## src/ltb_pkg.sv

```systemverilog
// Constants and types shared by the limit test binning block.
package ltb_pkg;
   localparam int NIDX = 12;
   localparam int PATW = 7;
   localparam int NPIN = 8;
   // Register byte offsets.
   localparam logic [7:0] O_CTRL = 8'h00;
   localparam logic [7:0] O_PINS = 8'h04;
   localparam logic [7:0] O_DIOFN = 8'h08;
   localparam logic [7:0] O_PASS = 8'h0C;
   localparam logic [7:0] O_FAIL = 8'h10;
   localparam logic [7:0] O_OFS = 8'h14;
   localparam logic [7:0] O_STAT = 8'h18;
   localparam logic [7:0] O_ISTAT = 8'h1C;
   localparam logic [7:0] O_IMASK = 8'h20;
   localparam logic [7:0] O_CMD = 8'h24;
   localparam logic [7:0] O_TBL = 8'h40;
   localparam logic [1:0] TW_CFG = 2'h0;
   localparam logic [1:0] TW_UP = 2'h1;
   localparam logic [1:0] TW_LOW = 2'h2;
   // Control word fields.
   localparam int C_EN = 0;
   localparam int C_SORT = 1;
   localparam int C_ACLR = 2;
   localparam int C_END = 3;
   localparam int C_OFS = 4;
   localparam int C_FEED = 5;
   // Pin assignment fields, three bits each.
   localparam int P_FIRST = 0;
   localparam int P_CNT = 4;
   localparam int P_BUSY = 8;
   localparam int P_START = 12;
   localparam int P_DONE = 16;
   // Limit entry configuration fields.
   localparam int T_EN = 0;
   localparam int T_PASS = 4;
   localparam int T_UPP = 12;
   localparam int T_LOWP = 20;
   // Status fields.
   localparam int S_BIN = 0;
   localparam int S_BUSY = 4;
   localparam int S_FAIL = 5;
   localparam int S_PASS = 6;
   localparam int S_PAT = 8;
   // Interrupt and command bits.
   localparam int I_DONE = 0;
   localparam int I_FAIL = 1;
   localparam int K_CLR = 0;
   // Writable bit masks.
   localparam logic [31:0] M_CTRL = 32'h0000_00FF;
   localparam logic [31:0] M_PINS = 32'h0007_7777;
   localparam logic [31:0] M_DIOFN = 32'h0000_00FE;
   localparam logic [31:0] M_PAT = 32'h0000_007F;
   localparam logic [31:0] M_TCFG = 32'h07F7_F7F1;
   localparam logic [31:0] M_IRQ = 32'h0000_0003;
   localparam logic [31:0] M_ALL = 32'hFFFF_FFFF;
   // Reset value of every software register.
   localparam logic [31:0] RST_REG = 32'h0000_0000;
   // Bin codes for a result outside every bin.
   localparam logic [3:0] BIN_BAND_MISS = 4'h0;
   localparam logic [3:0] BIN_SORT_MISS = 4'hF;
   // Feed selection codes.
   localparam logic [2:0] F_AMPS = 3'h0;
   localparam logic [2:0] F_COUL = 3'h1;
   localparam logic [2:0] F_VOLT = 3'h2;
   localparam logic [2:0] F_OHMS = 3'h3;
   localparam logic [2:0] F_MATH = 3'h4;
   typedef enum logic [3:0] {
      S_IDLE  = 4'h1,
      S_WAIT  = 4'h2,
      S_JUDGE = 4'h4,
      S_DONE  = 4'h8
   } ltb_state_t;
endpackage : ltb_pkg

```

## src/ltb_top.sv

```systemverilog
// Limit test judgement unit with handler handshake and register slave.
//
// Local design decisions: the Avalon-MM register port and the address map.
`timescale 1ns/10ps
module ltb_top
   import ltb_pkg::*;
(
   // Clock and reset
   input  wire logic        i_ref_clk,
   input  wire logic        i_arst_n,
   // Avalon-MM slave
   input  wire logic [7:0]  i_avs_address,
   input  wire logic        i_avs_read,
   input  wire logic        i_avs_write,
   input  wire logic [31:0] i_avs_writedata,
   input  wire logic [3:0]  i_avs_byteenable,
   output logic      [31:0] o_avs_readdata,
   output logic             o_avs_waitrequest,
   // Measurement results
   input  wire logic        i_meas_valid,
   input  wire logic        i_meas_last,
   input  wire logic [31:0] i_amps,
   input  wire logic [31:0] i_coul,
   input  wire logic [31:0] i_volts,
   input  wire logic [31:0] i_ohms,
   input  wire logic [31:0] i_math,
   // Digital I/O port
   input  wire logic [7:0]  i_digital_io_port,
   output logic      [7:0]  o_digital_io_port,
   output logic      [7:0]  o_digital_io_port_oe,
   // Interrupt
   output logic             o_irq
);
   typedef struct packed {
      ltb_state_t              state;
      logic                    waitreq;
      logic [31:0]             rdata;
      logic [31:0]             ctrl;
      logic [31:0]             pins;
      logic [31:0]             diofn;
      logic [31:0]             pass_pat;
      logic [31:0]             fail_pat;
      logic [31:0]             ofs;
      logic [31:0]             istat;
      logic [31:0]             imask;
      logic [NIDX-1:0][31:0]   tcfg;
      logic [NIDX-1:0][31:0]   tup;
      logic [NIDX-1:0][31:0]   tlow;
      logic [31:0]             val;
      logic                    last;
      logic                    seq_open;
      logic                    sot_prev;
      logic                    comp_fail;
      logic [PATW-1:0]         comp_pat;
      logic [PATW-1:0]         pattern;
      logic [3:0]              bin;
      logic                    last_pass;
      logic                    busy_n;
      logic                    test_done_n;
      logic [NPIN-1:0]         dio_out;
      logic [NPIN-1:0]         dio_oe;
      logic                    irq;
   } ltb_regs_t;

   localparam ltb_regs_t REGS_RST = '{state: S_IDLE, waitreq: 1'b1, busy_n: 1'b1,
                                      test_done_n: 1'b1, sot_prev: 1'b1, default: '0};

   ltb_regs_t       q;
   ltb_regs_t       d;
   logic            rst_meta_q;
   logic            rst_n_q;
   logic [NIDX-1:0] en_w;
   logic [NIDX-1:0] above_w;
   logic [NIDX-1:0] below_w;
   logic [NIDX-1:0] inband_w;
   logic [NPIN-1:0] pin_out_w;
   logic [NPIN-1:0] pin_oe_w;
   logic [3:0]      tidx_w;
   logic            tbl_hit_w;
   logic            acc_w;
   logic            clr_w;
   logic            cap_w;
   logic            start_used_w;
   logic            start_request_n;
   logic [31:0]     sel_w;
   logic [31:0]     ofs_term_w;
   logic [2:0]      first_w;
   logic [2:0]      cnt_w;
   logic [2:0]      busy_c_w;
   logic [2:0]      start_c_w;
   logic [2:0]      done_c_w;

   // The reset is released through two stages so every flop leaves reset on the same edge.
   always_ff @(posedge i_ref_clk or negedge i_arst_n) begin
      if (!i_arst_n) begin
         rst_meta_q <= 1'b0;
         rst_n_q    <= 1'b0;
      end else begin
         rst_meta_q <= 1'b1;
         rst_n_q    <= rst_meta_q;
      end
   end

   function automatic logic [31:0] ltb_merge(input logic [31:0] old, input logic [31:0] wd,
                                             input logic [3:0] be, input logic [31:0] mask);
      logic [31:0] r;
      for (int b = 0; b < 4; b++) begin
         r[b*8 +: 8] = be[b] ? wd[b*8 +: 8] : old[b*8 +: 8];
      end
      return r & mask;
   endfunction : ltb_merge

   assign first_w   = q.pins[P_FIRST +: 3];
   assign cnt_w     = q.pins[P_CNT +: 3];
   assign busy_c_w  = q.pins[P_BUSY +: 3];
   assign start_c_w = q.pins[P_START +: 3];
   assign done_c_w  = q.pins[P_DONE +: 3];
   assign tidx_w    = i_avs_address[7:4] - O_TBL[7:4];
   assign tbl_hit_w = (i_avs_address >= O_TBL) && (tidx_w < 4'(NIDX)) && (i_avs_address[3:2] != 2'h3);
   assign acc_w     = (i_avs_read || i_avs_write) && !q.waitreq;
   assign clr_w     = acc_w && i_avs_write && (i_avs_address == O_CMD) && i_avs_byteenable[0]
                      && i_avs_writedata[K_CLR];

   // A start line on an unassigned or trigger-function pin reads as idle high.
   assign start_used_w    = (start_c_w != 3'h0) && q.diofn[start_c_w];
   assign start_request_n = start_used_w ? i_digital_io_port[start_c_w] : 1'b1;
   assign cap_w = q.ctrl[C_EN] && i_meas_valid
                  && ((q.state == S_WAIT) || ((q.state == S_IDLE) && !start_used_w));

   always_comb begin
      unique case (q.ctrl[C_FEED +: 3])
         F_COUL:  sel_w = i_coul;
         F_VOLT:  sel_w = i_volts;
         F_OHMS:  sel_w = i_ohms;
         F_MATH:  sel_w = i_math;
         default: sel_w = i_amps;
      endcase
   end
   assign ofs_term_w = q.ctrl[C_OFS] ? q.ofs : 32'h0000_0000;

   genvar gi;
   generate
      for (gi = 0; gi < NIDX; gi++) begin : g_cmp
         assign en_w[gi]     = q.tcfg[gi][T_EN];
         assign above_w[gi]  = $signed(q.val) > $signed(q.tup[gi]);
         assign below_w[gi]  = $signed(q.val) < $signed(q.tlow[gi]);
         assign inband_w[gi] = en_w[gi] && !above_w[gi] && !below_w[gi];
      end
      assign pin_out_w[0] = 1'b0;
      assign pin_oe_w[0]  = 1'b0;
      for (gi = 1; gi < NPIN; gi++) begin : g_pin
         logic [2:0] rel;
         logic       is_pat;
         logic       is_busy;
         logic       is_done;
         assign rel     = 3'(gi) - first_w;
         assign is_pat  = (first_w != 3'h0) && (3'(gi) >= first_w) && (rel < cnt_w);
         assign is_busy = busy_c_w == 3'(gi);
         assign is_done = done_c_w == 3'(gi);
         assign pin_oe_w[gi]  = q.diofn[gi] && (is_pat || is_busy || is_done);
         assign pin_out_w[gi] = is_busy ? q.busy_n : is_done ? q.test_done_n
                                : (is_pat && q.pattern[rel]);
      end
   endgenerate

   always_comb begin
      logic            hit;
      logic [3:0]      hidx;
      logic [PATW-1:0] fpat;
      logic [PATW-1:0] tpat;
      logic [31:0]     rd;
      logic [31:0]     w1c;
      logic [31:0]     iset;
      hit  = 1'b0;
      hidx = 4'h0;
      fpat = '0;
      tpat = '0;
      rd   = 32'h0000_0000;
      w1c  = 32'h0000_0000;
      iset = 32'h0000_0000;
      d    = q;

      // One wait state: the answer is given on the cycle after the request shows.
      d.waitreq = 1'b1;
      if ((i_avs_read || i_avs_write) && q.waitreq) begin
         d.waitreq = 1'b0;
         if (tbl_hit_w) begin
            unique case (i_avs_address[3:2])
               TW_UP:   rd = q.tup[tidx_w];
               TW_LOW:  rd = q.tlow[tidx_w];
               default: rd = q.tcfg[tidx_w];
            endcase
         end else begin
            unique case (i_avs_address)
               O_CTRL:  rd = q.ctrl;
               O_PINS:  rd = q.pins;
               O_DIOFN: rd = q.diofn;
               O_PASS:  rd = q.pass_pat;
               O_FAIL:  rd = q.fail_pat;
               O_OFS:   rd = q.ofs;
               O_ISTAT: rd = q.istat;
               O_IMASK: rd = q.imask;
               O_STAT: begin
                  rd[S_BIN +: 4]    = q.bin;
                  rd[S_BUSY]        = !q.busy_n;
                  rd[S_FAIL]        = q.comp_fail;
                  rd[S_PASS]        = q.last_pass;
                  rd[S_PAT +: PATW] = q.pattern;
               end
               default: rd = 32'h0000_0000;
            endcase
         end
         d.rdata = i_avs_read ? rd : 32'h0000_0000;
      end

      if (acc_w && i_avs_write) begin
         if (tbl_hit_w) begin
            unique case (i_avs_address[3:2])
               TW_UP:   d.tup[tidx_w]  = ltb_merge(q.tup[tidx_w], i_avs_writedata, i_avs_byteenable, M_ALL);
               TW_LOW:  d.tlow[tidx_w] = ltb_merge(q.tlow[tidx_w], i_avs_writedata, i_avs_byteenable, M_ALL);
               default: d.tcfg[tidx_w] = ltb_merge(q.tcfg[tidx_w], i_avs_writedata, i_avs_byteenable, M_TCFG);
            endcase
         end else begin
            unique case (i_avs_address)
               O_CTRL:  d.ctrl     = ltb_merge(q.ctrl, i_avs_writedata, i_avs_byteenable, M_CTRL);
               O_PINS:  d.pins     = ltb_merge(q.pins, i_avs_writedata, i_avs_byteenable, M_PINS);
               O_DIOFN: d.diofn    = ltb_merge(q.diofn, i_avs_writedata, i_avs_byteenable, M_DIOFN);
               O_PASS:  d.pass_pat = ltb_merge(q.pass_pat, i_avs_writedata, i_avs_byteenable, M_PAT);
               O_FAIL:  d.fail_pat = ltb_merge(q.fail_pat, i_avs_writedata, i_avs_byteenable, M_PAT);
               O_OFS:   d.ofs      = ltb_merge(q.ofs, i_avs_writedata, i_avs_byteenable, M_ALL);
               O_IMASK: d.imask    = ltb_merge(q.imask, i_avs_writedata, i_avs_byteenable, M_IRQ);
               O_ISTAT: w1c        = ltb_merge(32'h0000_0000, i_avs_writedata, i_avs_byteenable, M_IRQ);
               default: ;
            endcase
         end
      end

      // A clear arriving with a judgement is applied first so the new result survives.
      if (clr_w) begin
         d.comp_fail = 1'b0;
         d.comp_pat  = '0;
         d.pattern   = '0;
      end

      d.sot_prev = start_request_n;
      unique case (q.state)
         S_IDLE: begin
            if (q.ctrl[C_EN] && start_used_w && q.sot_prev && !start_request_n) begin
               d.state  = S_WAIT;
               d.busy_n = 1'b0;
            end
         end
         S_WAIT: begin
            if (!q.ctrl[C_EN]) begin
               d.state  = S_IDLE;
               d.busy_n = 1'b1;
            end
         end
         S_JUDGE: begin
            // The lowest in-band entry wins, and the lowest enabled failing entry gives the fail pattern; scanning downward leaves each last.
            for (int i = NIDX - 1; i >= 0; i--) begin
               if (inband_w[i]) begin
                  hit  = 1'b1;
                  hidx = 4'(i);
               end
               if (en_w[i] && !inband_w[i]) begin
                  fpat = above_w[i] ? q.tcfg[i][T_UPP +: PATW] : q.tcfg[i][T_LOWP +: PATW];
               end
            end
            if (q.ctrl[C_SORT]) begin
               tpat  = hit ? q.tcfg[hidx][T_PASS +: PATW] : q.fail_pat[PATW-1:0];
               d.bin = hit ? (hidx + 4'h1) : BIN_SORT_MISS;
            end else begin
               tpat  = hit ? q.pass_pat[PATW-1:0] : fpat;
               d.bin = hit ? (hidx + 4'h1) : BIN_BAND_MISS;
            end
            if (!hit && !d.comp_fail) begin
               d.comp_fail = 1'b1;
               d.comp_pat  = tpat;
            end
            if (q.ctrl[C_SORT] || !q.ctrl[C_END]) begin
               d.pattern = tpat;
            end else if (q.last) begin
               d.pattern = d.comp_fail ? d.comp_pat : q.pass_pat[PATW-1:0];
            end
            d.last_pass   = hit;
            d.seq_open    = !q.last;
            d.state       = S_DONE;
            d.test_done_n = 1'b0;
            iset[I_DONE]  = 1'b1;
            iset[I_FAIL]  = !hit;
         end
         S_DONE: begin
            d.state       = S_IDLE;
            d.busy_n      = 1'b1;
            d.test_done_n = 1'b1;
         end
      endcase

      if (cap_w) begin
         d.state  = S_JUDGE;
         d.busy_n = 1'b0;
         d.val    = sel_w - ofs_term_w;
         d.last   = i_meas_last;
         if (q.ctrl[C_ACLR] && !q.seq_open) begin
            d.comp_fail = 1'b0;
            d.comp_pat  = '0;
            d.pattern   = '0;
         end
      end

      // Hardware set wins over a simultaneous write-one clear.
      d.istat   = (q.istat & ~w1c) | iset;
      d.irq     = |(d.istat & d.imask);
      d.dio_out = pin_out_w;
      d.dio_oe  = pin_oe_w;
   end

   always_ff @(posedge i_ref_clk or negedge rst_n_q) begin
      if (!rst_n_q) begin
         q <= REGS_RST;
      end else begin
         q <= d;
      end
   end

   assign o_avs_readdata       = q.rdata;
   assign o_avs_waitrequest    = q.waitreq;
   assign o_digital_io_port    = q.dio_out;
   assign o_digital_io_port_oe = q.dio_oe;
   assign o_irq                = q.irq;
endmodule : ltb_top

```

## config.mk

```make
export PLATFORM = sky130hd
export DESIGN_NAME = ltb_top
export DESIGN_NICKNAME = d
export VERILOG_FILES = /design/src/ltb_pkg.sv /design/src/ltb_top.sv
export SDC_FILE = /design/constraint.sdc
export NUM_CORES = 2
export LEC_CHECK = 0
export BUFFER_PORTS_ARGS = -buffer_cell sky130_fd_sc_hd__buf_4
export CORE_ASPECT_RATIO = 0.5
export CORE_MARGIN = 1.5
export CORE_UTILIZATION = 52
export CTS_BUF_LIST = sky130_fd_sc_hd__clkbuf_4
export CTS_CLUSTER_SIZE = 20
export DETAILED_ROUTE_END_ITERATION = 8
export PLACE_DENSITY = 0.79
export SLEW_MARGIN = 30
export SYNTH_ARGS = -nofsm -noshare
export SYNTH_HDL_FRONTEND = slang
export SYNTH_SLANG_ARGS = --single-unit
```

## constraint.sdc

```tcl
create_clock -name i_ref_clk -period 36.7 [get_ports i_ref_clk]
set_clock_uncertainty 0.2 [all_clocks]
set_input_delay 7.34 -clock i_ref_clk [delete_from_list [all_inputs] [get_ports i_ref_clk]]
set_output_delay 7.34 -clock i_ref_clk [all_outputs]
set_load 0.05 [all_outputs]
```

==> results.json <==
{
  "status": "complete, but fails checks",
  "violations": "DRC, hold timing",
  "ys_types": 102,
  "drcViolationCount": 2,
  "rr_worst_depth": 15,
  "nNetsFinal": 9257,
  "syn_avg_cell_area_sq_um": 10.94,
  "cts.htree.levels": 5,
  "grt_max_degree": 132,
  "rsz0062_at_grt": "no",
  "wl_met1_mm": 116.1,
  "floorplan.rows": 105,
  "crit_fanout": 47,
  "ir_drop_mv": 0.05614,
  "area_growth_pct": 9.865,
  "synth_area_sq_um": 86870,
  "gp_congestion": 1.029,
  "top_level_ports": 268,
  "max_freq_ghz": 0.08840,
  "cp.required_ns": 37.78,
  "cts_hold_buf": 0,
  "worstPathCellList": "buf_4 > clkinv_2 > ha_4 > nor2b_4 > buf_4 > buf_4 > nand2_1 > o21ai_0 > a22oi_1 > nand2_1 > o21ai_0 > o21ai_0 > a22o_1",
  "cts_inserted_buffers": 345,
  "crit_type": "primary input to register",
  "cellLeakagePower_nw": 45.99,
  "path_depth": 13,
  "grt_pass1_vias": 67980,
  "hold_class": "register to async pin",
  "crit_end": "o_avs_readdata[8]$_DFFE_PN0P_",
  "wl_met3_mm": 43.82,
  "hold_ws_ns": -0.01289,
  "clockBufferDepth": 4,
  "insertion_delay_ns": 1.39,
  "cts_tree": "done",
  "drt_iter0_drc": 9578,
  "cts_setup_buffers": 0,
  "worst_pin_slew_ns": 1.170,
  "gr-usage-all-layers_pct": 34.38,
  "fin_tns_setup_ns": 0,
  "die_x_microns": 581.0,
  "die_y_microns": 292.0,
  "critical_path.startpoint_type": "primary input",
  "synthArstFlopShare_pct": 100.0,
  "ctsResizeCount": 0,
  "setup_viol": 0,
  "antenna_found_initial": 26,
  "start_util_pct": 52.69,
  "overflow": 0,
  "synthCells": 7944,
  "critPathBufInv": 4,
  "preCtsSetupSlack_ns": 24.20,
  "layout_common_cells": "dfrtp_1, mux2_2, inv_1",
  "clockRootBuffer": "clkbuf_4",
  "top_layer_used": "met5",
  "finalMaxSlewViolations": 0,
  "cpPeakStageDelay_ns": 0.80,
  "first_pass_iters": 9,
  "drive_gt1_share_pct": 28.76,
  "synth-seq-area-share_pct": 38.69,
  "die_area_sq_um": 169700,
  "layout_commonest_cell": "dfrtp_1",
  "wire_per_inst_microns": 27.70,
  "viasPerCell": 6.519,
  "grt_first_pass_wirelength_mm": 438.1,
  "num_vias": 69410,
  "cts.clk_slew.worst_paths_ns": 0.08,
  "end_kind": "register",
  "place.detailed.hpwl_mm": 212.8,
  "synth-seq-cells": 1343,
  "powerDensity_nw_per_um2": 47.95,
  "cts_sinks": 1343,
  "floorplan.core_area_sq_um": 164900,
  "fin_crit_ns": 11.31,
  "cp_top_family": "buffers and inverters",
  "finalWorstSetupSlack_ns": 25.39,
  "critPathSlowestCell": "buf_4",
  "ant_nets": 0,
  "synth_edf_count": 0,
  "io_buffer_count": 265,
  "cp.arrival_ns": 12.39,
  "wl_mm": 294.9,
  "critPathLaunch": "i_avs_address[6]",
  "finalHoldViolations": 5,
  "finalPower_w": 0.004577,
  "finalCritPeriodShare_pct": 30.82,
  "yosys_warnings": 0,
  "wl_met2_mm": 120.9,
  "relSlewSlack_pct": 21.97,
  "r2r_end": "q[30]$_DFF_PN0_",
  "maxCapViolCount": 0,
  "r2r_setup_slack_ns": 29.19,
  "ys.flop_type": "dfrtp_1",
  "post-route-util_pct": 57.89,
  "rr_startpoint": "q[73]$_DFFE_PN0P_"
}
==> metal layers <==
metal  GRT usage, %  vias to the layer above
li1               -                    29470
met1          46.07                    34610
met2          47.67                     4403
met3          15.51                      906
met4          14.76                       26
met5         0.5884                        -
==> final cells by class <==
cell class	count	area, sq um
Fill cell	13300	69440
Multi-Input combinational cell	5278	48540
Sequential cell	1343	33620
Clock buffer	473	3551
Timing Repair Buffer	415	3359
Inverter	839	3151
Tap cell	2193	2744
Clock inverter	95	447.9
Antenna cell	12	30.03
==> how the worst min path moves through the flow <==
stage	from	to	slack, ns	cells after the start
final	rst_n_q$_DFF_PN0_	async pin	-0.01	0
after global routing	rst_n_q$_DFF_PN0_	async pin	0.02	0
after CTS	rst_meta_q$_DFF_PN0_	rst_n_q$_DFF_PN0_	0.17	0
after detailed placement	rst_meta_q$_DFF_PN0_	rst_n_q$_DFF_PN0_	0.14	0
after global placement	rst_meta_q$_DFF_PN0_	rst_n_q$_DFF_PN0_	0.14	0
after floorplan	rst_meta_q$_DFF_PN0_	rst_n_q$_DFF_PN0_	0.13	0
==> synth_stat cells, types with 23 or more instances <==
| cell type | count | area (sq um) |
|---|---|---|
| mux2i_1 | 156 | 1562 |
| a21o_1 | 113 | 848.3 |
| a221oi_1 | 35 | 306.5 |
| a31oi_1 | 35 | 219.0 |
| nand2_1 | 492 | 1847 |
| mux2_2 | 1114 | 12540 |
| clkbuf_1 | 362 | 1359 |
| o21ai_1 | 23 | 115.1 |
| nor2_1 | 182 | 683.2 |
| nand3_1 | 143 | 715.7 |
| nand4_1 | 122 | 763.2 |
| dfrtp_1 | 1338 | 33480 |
| a211oi_1 | 71 | 533.0 |
| nor2b_1 | 173 | 1082 |
| inv_1 | 838 | 3146 |
| o21a_1 | 119 | 893.4 |
| ha_1 | 816 | 10210 |
| buf_4 | 49 | 367.9 |
| nand2b_1 | 72 | 450.4 |
| a21oi_1 | 292 | 1461 |
| a22oi_1 | 126 | 945.9 |
| mux4_2 | 295 | 6644 |
| nor3_1 | 57 | 285.3 |
| buf_1 | 63 | 236.5 |
| o211ai_1 | 48 | 360.4 |
| o21ai_0 | 327 | 1637 |
| and3_1 | 36 | 225.2 |
==> kinds of logic after synthesis <==
logic type / count (synthesis) / synth area share (%)
flops: 1343 / 38.69
simple gates: 1411 / 8.083
other cells: 2 / 0.008645
fa+ha+maj: 817 / 11.78
xor+xnor: 36 / 0.3630
buf+inv: 1324 / 5.970
compound gates: 1427 / 10.96
mux: 1584 / 24.15
==> stage by stage <==
stage,instance area (sq um),std cells
floorplan,86870,7945
global placement,90940,10060
detailed placement,91280,10070
CTS,95280,10630
global route,95420,10640
finish,95440,10650
==> report_power, final <==
group          total, W  internal [W]  switching (W)  leakage (nW)
sequential      0.00162       0.00155      0.0000692          18.4
clock           0.00127      0.000613       0.000661          2.39
combinational   0.00168      0.000543        0.00114          25.2
Power figures use the tool's default switching activity.
